### config.mk
export PLATFORM = sky130hd
export DESIGN_NAME = swc_word_tx
export DESIGN_NICKNAME = d
export VERILOG_FILES = /design/src/hdl/swc_pkg.sv /design/src/hdl/swc_tx_if.sv /design/src/hdl/swc_serializer.sv /design/src/hdl/swc_word_tx.sv
export SDC_FILE = /design/constraint.sdc
export NUM_CORES = 2
export LEC_CHECK = 0
export BUFFER_PORTS_ARGS = -buffer_cell sky130_fd_sc_hd__buf_2
export CAP_MARGIN = 20
export CORE_MARGIN = 2
export CORE_UTILIZATION = 58
export CTS_CLUSTER_DIAMETER = 80
export DETAILED_ROUTE_END_ITERATION = 10
export PLACE_DENSITY = 0.8
export SETUP_SLACK_MARGIN = 0.3
export SLEW_MARGIN = 15
export SYNTH_ARGS = -nofsm -noshare
export SYNTH_HDL_FRONTEND = slang
export SYNTH_SLANG_ARGS = --single-unit
### constraint.sdc
create_clock -name clk -period 6.38 [get_ports clk]
set_input_delay 0.957 -clock clk [delete_from_list [all_inputs] [get_ports clk]]
set_output_delay 0.957 -clock clk [all_outputs]
set_load 0.01 [all_outputs]
### src/hdl/swc_pkg.sv
/*
  Shared constants, types and helpers for the serial word check block.
  Assumes a single 25 MHz clock and a simple strobe register port.
*/
package swc_pkg;
  // ----------------------------------------
  // Timing
  // ----------------------------------------
  localparam int CLK_NS = 40;
  localparam int BIT_NS = 10000;
  localparam int HALF_BIT_CYC = BIT_NS / 2 / CLK_NS;
  localparam int GAP_BITS = 4;
  localparam int TICK_NS = 1000000;
  localparam int TICK_CYC = TICK_NS / CLK_NS;

  // ----------------------------------------
  // Register map
  // ----------------------------------------
  localparam logic [7:0] REG_CTRL = 8'h00;
  localparam logic [7:0] REG_STATUS = 8'h04;
  localparam logic [7:0] REG_MASK = 8'h08;
  localparam logic [7:0] REG_REC_DATA = 8'h0c;
  localparam logic [7:0] REG_REC_CMD = 8'h10;
  localparam logic [7:0] REG_CKSUM = 8'h14;
  localparam logic [1:0] SLOT_REGION = 2'h1;
  localparam logic [1:0] SLOT_WORD = 2'h0;
  localparam logic [1:0] SLOT_MIN = 2'h1;
  localparam logic [1:0] SLOT_MAX = 2'h2;
  localparam logic [1:0] SLOT_FLAGS = 2'h3;
  localparam int CTRL_EN = 0;
  localparam int CTRL_HEAVY = 1;
  localparam int FLAG_EN = 0;
  localparam int FLAG_HOLD = 1;
  localparam int FLAG_FRESH = 2;

  // ----------------------------------------
  // Record commands and word fields
  // ----------------------------------------
  localparam logic [1:0] REC_INIT = 2'h1;
  localparam logic [1:0] REC_MID = 2'h2;
  localparam logic [1:0] REC_CLOSE = 2'h3;
  // Final word code value is arbitrary
  localparam logic [1:0] FINAL_CODE = 2'h2;
  localparam int CKS_W = 21;
  localparam int CKS_LSB = 8;
  localparam int SDF_LSB = 8;

  // ----------------------------------------
  // Status bits
  // ----------------------------------------
  localparam int ST_SENT = 0;
  localparam int ST_CLOSED = 1;
  localparam int ST_OVERDUE = 2;
  localparam int ST_STALE = 3;
  localparam int ST_RECERR = 4;
  localparam int NST = 5;

  typedef enum logic [2:0] {
    SER_IDLE = 3'b001,
    SER_BIT = 3'b010,
    SER_GAP = 3'b100
  } swc_ser_t;

  // Bit that makes the 32-bit word hold an odd count of ones
  function automatic logic swc_odd_par(input logic [30:0] w);
    return ~^w;
  endfunction
endpackage

### src/hdl/swc_tx_if.sv
/*
  Word hand-off between the scheduler and the serialiser.
  Assumes both ends share one clock.
*/
`timescale 1ns/1ps
`default_nettype none
interface swc_tx_if;
  logic [31:0] word;
  logic valid;
  logic ready;
  logic done;
  modport src (output word, output valid, input ready, input done);
  modport ser (input word, input valid, output ready, output done);
endinterface
`default_nettype wire

### src/hdl/swc_serializer.sv
/*
  Return-to-zero serialiser for 32-bit words, bit 0 first.
  Assumes the word already carries its parity bit.
*/
`timescale 1ns/1ps
`default_nettype none
module swc_serializer import swc_pkg::*; (
  input wire logic clk,
  input wire logic rst,
  swc_tx_if.ser tx,
  output logic hi_q,
  output logic lo_q
);
  swc_ser_t state_q;
  logic [31:0] sh_q;
  logic [5:0] cnt_q;
  logic ph_q;
  logic [7:0] div_q;
  logic done_q;
  logic half_en;

  assign half_en = (div_q == 8'(HALF_BIT_CYC - 1)) && state_q != SER_IDLE;
  assign tx.ready = state_q == SER_IDLE;
  assign tx.done = done_q;

  always_ff @(posedge clk) begin
    if (rst || state_q == SER_IDLE || half_en) begin
      div_q <= '0;
    end else begin
      div_q <= div_q + 8'h01;
    end
  end

  // ----------------------------------------
  // Bit sequencing
  // ----------------------------------------
  always_ff @(posedge clk) begin
    done_q <= 1'b0;
    if (rst) begin
      state_q <= SER_IDLE;
      sh_q <= '0;
      cnt_q <= '0;
      ph_q <= 1'b0;
      hi_q <= 1'b0;
      lo_q <= 1'b0;
    end else begin
      case (state_q)
        SER_IDLE: begin
          if (tx.valid) begin
            sh_q <= tx.word;
            cnt_q <= '0;
            ph_q <= 1'b0;
            hi_q <= tx.word[0];
            lo_q <= ~tx.word[0];
            state_q <= SER_BIT;
          end
        end
        SER_BIT: begin
          if (half_en && !ph_q) begin
            ph_q <= 1'b1;
            hi_q <= 1'b0;
            lo_q <= 1'b0;
          end else if (half_en) begin
            ph_q <= 1'b0;
            if (cnt_q == 6'h1f) begin
              cnt_q <= '0;
              state_q <= SER_GAP;
            end else begin
              cnt_q <= cnt_q + 6'h01;
              sh_q <= sh_q >> 1;
              hi_q <= sh_q[1];
              lo_q <= ~sh_q[1];
            end
          end
        end
        SER_GAP: begin
          // Null gap keeps word boundaries visible to receivers
          if (half_en && cnt_q == 6'(2 * GAP_BITS - 1)) begin
            state_q <= SER_IDLE;
            done_q <= 1'b1;
          end else if (half_en) begin
            cnt_q <= cnt_q + 6'h01;
          end
        end
        default: state_q <= SER_IDLE;
      endcase
    end
  end
endmodule
`default_nettype wire

### src/hdl/swc_word_tx.sv
/*
  Word transmitter with odd parity, record closing checksum and
  per-slot interval scheduling. Assumes a same-clock register master.
*/
`timescale 1ns/1ps
`default_nettype none
module swc_word_tx import swc_pkg::*; #(
  parameter int SLOTS = 4,
  parameter int IW = 16,
  parameter int TICK = TICK_CYC
) (
  input wire logic clk,
  input wire logic rst,
  input wire logic [7:0] addr,
  input wire logic [31:0] wdata,
  input wire logic wr,
  input wire logic rd,
  output logic [31:0] rdata_q,
  output logic irq_q,
  output logic line_hi_q,
  output logic line_lo_q
);
  // ----------------------------------------
  // Declarations
  // ----------------------------------------
  // Slot index is two bits wide: at most four slots
  logic [1:0] ctrl_q;
  logic [NST-1:0] stat_q, mask_q, ev;
  logic [30:0] rec_data_q;
  logic [31:0] rec_word_q, tword_q;
  logic [CKS_W-1:0] cks_q;
  logic rec_open_q, rec_pend_q, tvld_q;
  logic [30:0] sw_q [SLOTS];
  logic [IW-1:0] smin_q [SLOTS];
  logic [IW-1:0] smax_q [SLOTS];
  logic [IW-1:0] scnt_q [SLOTS];
  logic [SLOTS-1:0] sen_q, shold_q, sfresh_q, due, ovd;
  logic [31:0] tdiv_q;
  logic tick_q, any_due, load, slot_go, rec_go;
  logic [1:0] sel;
  logic cmd_wr, cmd_init_ok, cmd_mid_ok, cmd_close_ok;
  logic [IW-1:0] sel_cnt, sel_min, sel_max;
  logic s_hi, s_lo;
  swc_tx_if txi ();
  function automatic logic is_slot(input logic [7:0] a, input int n);
    return a[7:6] == SLOT_REGION && int'(a[5:4]) < n;
  endfunction

  // ----------------------------------------
  // Control, mask, interval tick
  // ----------------------------------------
  always_ff @(posedge clk) begin
    if (rst) begin
      ctrl_q <= '0;
      mask_q <= '0;
    end else if (wr && addr == REG_CTRL) begin
      ctrl_q <= wdata[1:0];
    end else if (wr && addr == REG_MASK) begin
      mask_q <= wdata[NST-1:0];
    end
  end

  always_ff @(posedge clk) begin
    if (rst || tdiv_q == 32'(TICK - 1)) begin
      tdiv_q <= '0;
    end else begin
      tdiv_q <= tdiv_q + 32'h1;
    end
  end

  always_ff @(posedge clk) begin
    tick_q <= !rst && tdiv_q == 32'(TICK - 1);
  end

  // ----------------------------------------
  // Record framing and checksum
  // ----------------------------------------
  // A command while the previous word still waits is refused
  assign cmd_wr = wr && addr == REG_REC_CMD && !rec_pend_q;
  assign cmd_init_ok = cmd_wr && wdata[1:0] == REC_INIT;
  assign cmd_mid_ok = cmd_wr && wdata[1:0] == REC_MID && rec_open_q;
  assign cmd_close_ok = cmd_wr && wdata[1:0] == REC_CLOSE && rec_open_q;

  always_ff @(posedge clk) begin
    if (rst) begin
      rec_data_q <= '0;
    end else if (wr && addr == REG_REC_DATA) begin
      rec_data_q <= wdata[30:0];
    end
  end

  always_ff @(posedge clk) begin
    if (rst) begin
      rec_open_q <= 1'b0;
      cks_q <= '0;
      rec_word_q <= '0;
      rec_pend_q <= 1'b0;
    end else begin
      if (rec_go) begin
        rec_pend_q <= 1'b0;
      end
      if (cmd_init_ok) begin
        rec_open_q <= 1'b1;
        cks_q <= '0;
        rec_word_q <= {swc_odd_par(rec_data_q), rec_data_q};
        rec_pend_q <= 1'b1;
      end else if (cmd_mid_ok) begin
        // Bits above the 21 kept would only be truncated away
        cks_q <= cks_q + rec_data_q[CKS_LSB +: CKS_W];
        rec_word_q <= {swc_odd_par(rec_data_q), rec_data_q};
        rec_pend_q <= 1'b1;
      end else if (cmd_close_ok) begin
        rec_open_q <= 1'b0;
        rec_word_q <= {swc_odd_par({FINAL_CODE, cks_q, rec_data_q[7:0]}),
                       FINAL_CODE, cks_q, rec_data_q[7:0]};
        rec_pend_q <= 1'b1;
      end
    end
  end

  // ----------------------------------------
  // Periodic slots
  // ----------------------------------------
  for (genvar i = 0; i < SLOTS; i++) begin : g_slot
    logic [IW:0] mid;
    logic hit;
    assign hit = wr && is_slot(addr, SLOTS) && int'(addr[5:4]) == i;
    assign mid = ({1'b0, smin_q[i]} + {1'b0, smax_q[i]}) >> 1;
    // Normal load aims mid-range, heavy load waits for the maximum
    assign due[i] = sen_q[i] && scnt_q[i] >= smin_q[i] &&
      (ctrl_q[CTRL_HEAVY] ? scnt_q[i] >= smax_q[i]
                          : {1'b0, scnt_q[i]} >= mid);
    assign ovd[i] = sen_q[i] && scnt_q[i] > smax_q[i];

    always_ff @(posedge clk) begin
      if (rst) begin
        sw_q[i] <= '0;
        smin_q[i] <= '0;
        smax_q[i] <= '0;
        sen_q[i] <= 1'b0;
        shold_q[i] <= 1'b0;
      end else if (hit && addr[3:2] == SLOT_WORD) begin
        sw_q[i] <= wdata[30:0];
      end else if (hit && addr[3:2] == SLOT_MIN) begin
        smin_q[i] <= wdata[IW-1:0];
      end else if (hit && addr[3:2] == SLOT_MAX) begin
        smax_q[i] <= wdata[IW-1:0];
      end else if (hit && addr[3:2] == SLOT_FLAGS) begin
        sen_q[i] <= wdata[FLAG_EN];
        shold_q[i] <= wdata[FLAG_HOLD];
      end
    end

    always_ff @(posedge clk) begin
      if (rst) begin
        sfresh_q[i] <= 1'b0;
      end else if (hit && addr[3:2] == SLOT_WORD) begin
        sfresh_q[i] <= 1'b1;
      end else if (slot_go && sel == 2'(i)) begin
        sfresh_q[i] <= 1'b0;
      end
    end

    always_ff @(posedge clk) begin
      if (rst || (slot_go && sel == 2'(i))) begin
        scnt_q[i] <= '0;
      end else if (tick_q && scnt_q[i] != '1) begin
        scnt_q[i] <= scnt_q[i] + 1'b1;
      end
    end
  end

  always_comb begin
    any_due = 1'b0;
    sel = '0;
    for (int i = SLOTS - 1; i >= 0; i--) begin
      if (due[i]) begin
        any_due = 1'b1;
        sel = 2'(i);
      end
    end
  end
  assign sel_cnt = scnt_q[sel];
  assign sel_min = smin_q[sel];
  assign sel_max = smax_q[sel];

  // ----------------------------------------
  // Word hand-off, record words first
  // ----------------------------------------
  assign load = !tvld_q && txi.ready;
  assign rec_go = load && rec_pend_q;
  assign slot_go = load && !rec_pend_q && ctrl_q[CTRL_EN] && any_due;

  // Detection only: a failed word is never resent here
  always_ff @(posedge clk) begin
    if (rst) begin
      tvld_q <= 1'b0;
      tword_q <= '0;
    end else if (tvld_q && txi.ready) begin
      tvld_q <= 1'b0;
    end else if (rec_go) begin
      tvld_q <= 1'b1;
      tword_q <= rec_word_q;
    end else if (slot_go) begin
      tvld_q <= 1'b1;
      tword_q <= {swc_odd_par(sw_q[sel]), sw_q[sel]};
    end
  end

  assign txi.word = tword_q;
  assign txi.valid = tvld_q;

  swc_serializer u_ser (
    .clk(clk),
    .rst(rst),
    .tx(txi),
    .hi_q(s_hi),
    .lo_q(s_lo)
  );

  always_ff @(posedge clk) begin
    if (rst) begin
      line_hi_q <= 1'b0;
      line_lo_q <= 1'b0;
    end else begin
      line_hi_q <= s_hi;
      line_lo_q <= s_lo;
    end
  end

  // ----------------------------------------
  // Status, interrupt, read port
  // ----------------------------------------
  always_comb begin
    ev = '0;
    ev[ST_SENT] = txi.done;
    ev[ST_CLOSED] = cmd_close_ok;
    ev[ST_OVERDUE] = |ovd;
    ev[ST_STALE] = slot_go && !sfresh_q[sel] && !shold_q[sel];
    ev[ST_RECERR] = wr && addr == REG_REC_CMD &&
      !(cmd_init_ok || cmd_mid_ok || cmd_close_ok);
  end

  // Set wins over a same-cycle write-one clear
  always_ff @(posedge clk) begin
    if (rst) begin
      stat_q <= '0;
    end else if (wr && addr == REG_STATUS) begin
      stat_q <= (stat_q & ~wdata[NST-1:0]) | ev;
    end else begin
      stat_q <= stat_q | ev;
    end
  end

  always_ff @(posedge clk) begin
    irq_q <= !rst && |(stat_q & mask_q);
  end

  always_ff @(posedge clk) begin
    rdata_q <= '0;
    if (!rst && rd) begin
      if (addr == REG_CTRL) begin
        rdata_q <= {29'h0, rec_open_q, ctrl_q};
      end else if (addr == REG_STATUS) begin
        rdata_q <= 32'(stat_q);
      end else if (addr == REG_MASK) begin
        rdata_q <= 32'(mask_q);
      end else if (addr == REG_REC_DATA) begin
        rdata_q <= {1'b0, rec_data_q};
      end else if (addr == REG_CKSUM) begin
        rdata_q <= 32'(cks_q);
      end else if (is_slot(addr, SLOTS)) begin
        case (addr[3:2])
          SLOT_WORD: rdata_q <= {1'b0, sw_q[addr[5:4]]};
          SLOT_MIN: rdata_q <= 32'(smin_q[addr[5:4]]);
          SLOT_MAX: rdata_q <= 32'(scnt_q[addr[5:4]]);
          default: rdata_q <= {29'h0, sfresh_q[addr[5:4]],
            shold_q[addr[5:4]], sen_q[addr[5:4]]};
        endcase
      end
    end
  end
endmodule
`default_nettype wire

[Word-level counts from Yosys, hierarchy flattened]
Memories as Yosys holds them, arrays and structs flattened.
Index checks and enable logic that the tools add are counted.
Storage, ports and cells
  register bits: 264
  bits in writable memories: 316
  bits of input ports: 44
  output and inout bits: 35
  word-level logic and storage cells: 445
  memories kept: 4
Memory list
  sw_q: depth 4, bits a word 31, rd ports 2, clocked after Yosys merged registers in 0, wr ports 4, RTL line swc_word_tx.sv:33  | logic [30:0] sw_q [SLOTS];
  scnt_q: depth 4, bits a word 16, rd ports 5, clocked after Yosys merged registers in 0, wr ports 4, RTL line swc_word_tx.sv:36  | logic [IW-1:0] scnt_q [SLOTS];
  smax_q: depth 4, bits a word 16, rd ports 4, clocked after Yosys merged registers in 0, wr ports 4, RTL line swc_word_tx.sv:35  | logic [IW-1:0] smax_q [SLOTS];
  smin_q: depth 4, bits a word 16, rd ports 5, clocked after Yosys merged registers in 0, wr ports 4, RTL line swc_word_tx.sv:34  | logic [IW-1:0] smin_q [SLOTS];
Cells by class
  add/sub/neg operators: 12
  $lt $le $gt $ge: 18
  equal/unequal tests: 41
  muxes and demuxes: 171
  bitwise operators: 40
  reductions and logical operators: 120
Operators with widths (number)
  $mux W32: 9
  $mux W31: 7
  $ge A16 B16 Y1: 12
  $mux W16: 12
  $mux W1: 112
  $pmux W31 S3: 1
  $reduce_xnor A31 Y1: 3
  $add A16 B16 Y17: 4
  $logic_and A1 B1 Y1: 67
  $add A16 B1 Y16 const B: 4
  $gt A16 B16 Y1: 4
  $ne A16 B16 Y1 const B: 4
  $pmux W32 S2: 1
  $mux W6: 6
  $add A32 B1 Y32 const B: 1
  $eq A32 B15 Y1 const B: 1
  $add A21 B21 Y21: 1
  $reduce_and A4 Y1: 5
  $not A1 Y1: 19
  $mux W3: 6
  $pmux W6 S3: 1
  $eq A2 B2 Y1 const B: 8
  $eq A8 B4 Y1 const B: 2
  $eq A8 B5 Y1 const B: 2
  other kinds (39): 110

[Depth between registers and ports, before layout]
An unclocked memory read counts as a cell.
  depth after elaboration: 16
  mapped depth: 35

[By module]
Synthesis repeated with hierarchy kept, for this count alone.
Second synthesis, totals
  cells, all modules: 3563
  area, all modules: 34585.7 sq um
By module, submodules not included
  swc_word_tx: times used 1, cells an instance 3261, area an instance 32173.4 sq um, seq. area each 13693.1 sq um
  swc_serializer: times used 1, cells an instance 302, area an instance 2412.3 sq um, seq. area each 1041.0 sq um

[Least setup slack after synthesis]
OpenSTA, ideal clock, no wires.
  path kind: reg2reg
  start: mem smin_q[2][0]
  end: reg tword_q[31]
  arrival: 6.493 ns
  required time: 6.249 ns
  setup slack: -0.244 ns
  cell stages (with the launch flop): 32
  path buffers: 1
  cell sequence: edfxtp_1 -> and2_1 -> fa_1 -> a21o_1 -> a21oi_1 -> o21bai_1 -> a21oi_1 -> o21bai_1 -> a21oi_1 -> o21bai_1 -> a21oi_1 -> o21bai_1 -> a21oi_1 -> o21bai_1 -> a21oi_1 -> xor2_1 -> ha_1 -> a21o_1 -> a2111oi_2 -> o211ai_1 -> o311a_1 -> nand3_2 -> a21bo_4 -> or3_1 -> buf_2 -> nor2_1 -> a211oi_2 -> xnor3_1 -> xor3_1 -> xnor3_1 -> xnor3_1 -> o22ai_2
RTL lines
  start: declaration: RTL line swc_word_tx.sv:34
  end signal: assignment: RTL line swc_word_tx.sv:203  | tword_q <= rec_word_q;
  end signal: assignment: RTL line swc_word_tx.sv:206  | tword_q <= {swc_odd_par(sw_q[sel]), sw_q[sel]};
  end: declaration: RTL line swc_word_tx.sv:30  | logic [31:0] rec_word_q, tword_q;

==> results.yml <==
status:
  status: "finished with violations"
  failed_checks: "negative setup slack"
drt:
  ant_nets: 0
  dr_total_vias: 29040
  drcViolationCount: 0
  routed_via_density: 6.357
  drtIter0Drc: 3691
  drt_wl_total_um: 106700
  drt-wirelength-per-cell_um: 23.35
  first_pass_iters: 9
hold_path:
  holdPathEnd: "rec_word_q[18]$_SDFFE_PP0P_"
  hold_class: "reg2reg"
  hold_start: "rec_word_q[18]$_SDFFE_PP0P_"
  holdPathStages: 2
setup_path:
  rrSetupSlack_ps: -430
  cp-start-kind: "flip-flop"
  reg2reg_from: "smin_q[3][0]$_SDFFCE_PN0P_"
  worstSetupPathType: "reg2reg"
  reg2reg_depth: 35
  cp_slowest_cell: "xnor3_1"
  critPathMaxStageDelay_ps: 470
  worstPathArrival_ps: 7330
  cp.required_ps: 6900
  end_kind: "flip-flop"
  worstPathMaxFanout: 6
  startpoint: "smin_q[3][0]$_SDFFCE_PN0P_"
  r2r_end: "tword_q[31]$_SDFFE_PP0P_"
sta:
  skew_ps: 30.40
  rsz0062_at_grt: "true"
  period_needed_ps: 6813
  final-setup-viol-count: 1
  fmaxAchievable_mhz: 146.8
  post-route-period-util_pct: 106.8
  worstMarginPinSlew_ps: 1286
  slew_headroom_pct: 14.30
  tns_ps: -433.2
  worst_slack_ps: -433.2
  timing.hold.ws_ps: 452.9
  hold_violations: 0
  slew_viol_final: 0
global_routing:
  grt_pass1_vias: 26630
  antenna_found_initial: 11
  grt.overflow.total: 0
  grt_usage_pct: 33.67
  grt_pass1_wl_um: 155300
  grt_start_max_net_pins: 76
synthesis:
  yosysTopAreaCellShare_pct: 27.56
  synth_cell_types: 85
  synthArstFlopShare_pct: 0
  ys_seq_area_share_pct: 42.80
  yosys-top-cells-area: "edfxtp_1, dfxtp_1, ha_1, and2_1, mux4_2"
  syn-cell-area_um2: 34430
  synth_area_per_cell_um2: 9.750
  synth_area_leader_cell: "edfxtp_1"
  ys_ff_latch: 578
  synthesis.nets: 3860
  muxShareOfSynthArea_pct: 5.982
  synth_edf_count: 316
  synth_fa_ha_area_share_pct: 10.47
  synth_top_family_by_area: "simple AND/OR/NAND/NOR gates"
  yosysWarnings: 0
  synth_compound_area_share_pct: 12.63
  synth-simple-area-share_pct: 17.67
  synthCells: 3531
  synthFlopType: "edfxtp_1"
  synth_xor_area_share_pct: 6.233
cells_and_area:
  mostFrequentLayoutCells: "nor2_1, nand2_1, edfxtp_1"
  syn2layout_area_growth_pct: 15.50
  final_layout_size_suffix_gt1_share_pct: 16.28
  final_nets: 4067
  design_area_um2: 39760
  layout_commonest_cell: "nor2_1"
floorplan:
  rows: 89
  die_w_um: 247.6
  fp.dieH_um: 247.6
  coreArea_um2: 58800
  ios: 79
  die_area_um2: 61320
  start_util_pct: 58.55
clocking:
  cts_tree: "done"
  clock_latency_ps: 660
  numCtsBuffers: 61
  cts.sinks: 578
  ctsHtreeMaxLevel: 2
  clk_pin_slew_worst_paths_ps: 60
  cts_buffer_depth: 3
  cts_root_buf: "clkbuf_16"
placed_design:
  gp_congestion: 1.026
  placed_cell_area_um2: 36950
  place_ws_ps: -644.9
  dp_hpwl_um: 74910
  port_buffers: 76
run:
  drv_cap: 0
pwr:
  p_leak_nw: 15.70
  p_total_mw: 9.123
  ir_drop_uv: 221.1
  power.density_nw_per_um2: 229.4
==> per-stage QoR <==
| step | util (%) | cells |
|---|---|---|
| 2_1_floorplan | - | 3531 |
| 3_3_place_gp | 62.76 | 4414 |
| 3_5_place_dp | 62.84 | 4416 |
| 4_1_cts | 66.45 | 4534 |
| 5_1_grt | 67.62 | 4566 |
| 6_report | 67.63 | 4568 |
==> power breakdown <==
part / switching [mW] / internal (mW) / leakage [nW]
Combinational: 0.709 / 0.556 / 9.55
Sequential: 0.139 / 4.03 / 5.15
Clock: 1.57 / 2.11 / 0.997
==> how the worst max path moves through the flow <==
stage | slack (ps) | depth (start not counted) | end
floorplan | 130 | 32 | tword_q[31]$_SDFFE_PP0P_
global placement | -490 | 33 | tword_q[31]$_SDFFE_PP0P_
detailed placement | -640 | 33 | tword_q[31]$_SDFFE_PP0P_
CTS | -320 | 30 | tword_q[31]$_SDFFE_PP0P_
global route | -680 | 34 | tword_q[31]$_SDFFE_PP0P_
finish | -430 | 35 | tword_q[31]$_SDFFE_PP0P_
==> timing repair <==
| action | 4_1_cts | 5_1_grt |
|---|---|---|
| endpoints found under the setup margin | 17 | 127 |
| gates cloned | 0 | 3 |
| hold buffers | 0 | 0 |
| buffers inserted | 2 | 24 |
| pin swaps | 4 | 41 |
| gates resized for setup | 12 | 113 |
==> metal layers <==
layer,global-route usage (%),part of all wire (%),vias to the layer above
met3,8.521,13,379
li1,-,-,13020
met2,49.91,43,1729
met5,0,0.053,-
met4,17.84,5.9,10
met1,45.52,38,13900
==> cell type report <==
| type | instances | area [um^2] |
|---|---|---|
| antenna | 4 | 10.01 |
| clock buffer | 78 | 1642 |
| clock inverter | 38 | 436.7 |
| fill | 4321 | 19030 |
| inverter | 201 | 754.5 |
| multi-input combinational | 2579 | 18770 |
| sequential | 578 | 14730 |
| tap | 773 | 967.2 |
| timing repair buffer | 317 | 2446 |
==> critical path, delay by kind of cell (launching register included) <==
kind / cells / cell delay (ps)
flip-flops: 1 / 380
AND/OR/NAND/NOR: 3 / 470
XOR/XNOR: 5 / 1350
adder cells (fa/ha/maj): 2 / 650
buffers and inverters: 5 / 790
AO/OA/AOI/OAI: 20 / 3030
==> sequential cells by signal, indices dropped and copies added (netlist names), 31 cells and up <==
register / cells
sw_q: 124
scnt_q: 64
smax_q: 64
smin_q: 64
rec_word_q: 32
tdiv_q: 32
tword_q: 32
rdata_q: 31
rec_data_q: 31
u_ser.sh_q: 31
==> Yosys cell counts (8+ instances only) <==
cell      instances
a211oi_1         67
a21o_1           36
a21oi_1         247
a222oi_1         25
a22oi_1          29
a311oi_1         30
a31oi_1           8
and2_1          262
and3_1           22
and4_1            9
buf_1            12
clkbuf_1        150
dfxtp_1         262
edfxtp_1        316
ha_1            280
inv_1           201
mux2i_1          46
mux4_2           70
nand2_1         340
nand2b_1         15
nand3_1          79
nand4_1          53
nor2_1          364
nor2b_1          17
nor3_1           30
nor4_1           12
o211ai_1         10
o21ai_0         114
o21bai_1         30
o221a_2           9
o22ai_1          13
or3_1            30
xnor2_1         151
xor2_1           81
==> kinds of logic (layout without fill, tap and decap cells) <==
| kind of cell | after synthesis | after routing |
|---|---|---|
| muxes | 118 | 118 |
| xor gates and xnor gates | 237 | 237 |
| DFF | 578 | 578 |
| and+or+nand+nor | 1263 | 1264 |
| buffers and inverters | 375 | 634 |
| other | 1 | 5 |
| adders and majority gates | 285 | 285 |
| AOI/OAI and AO/OA | 674 | 674 |
Power figures use the tool's default switching activity.
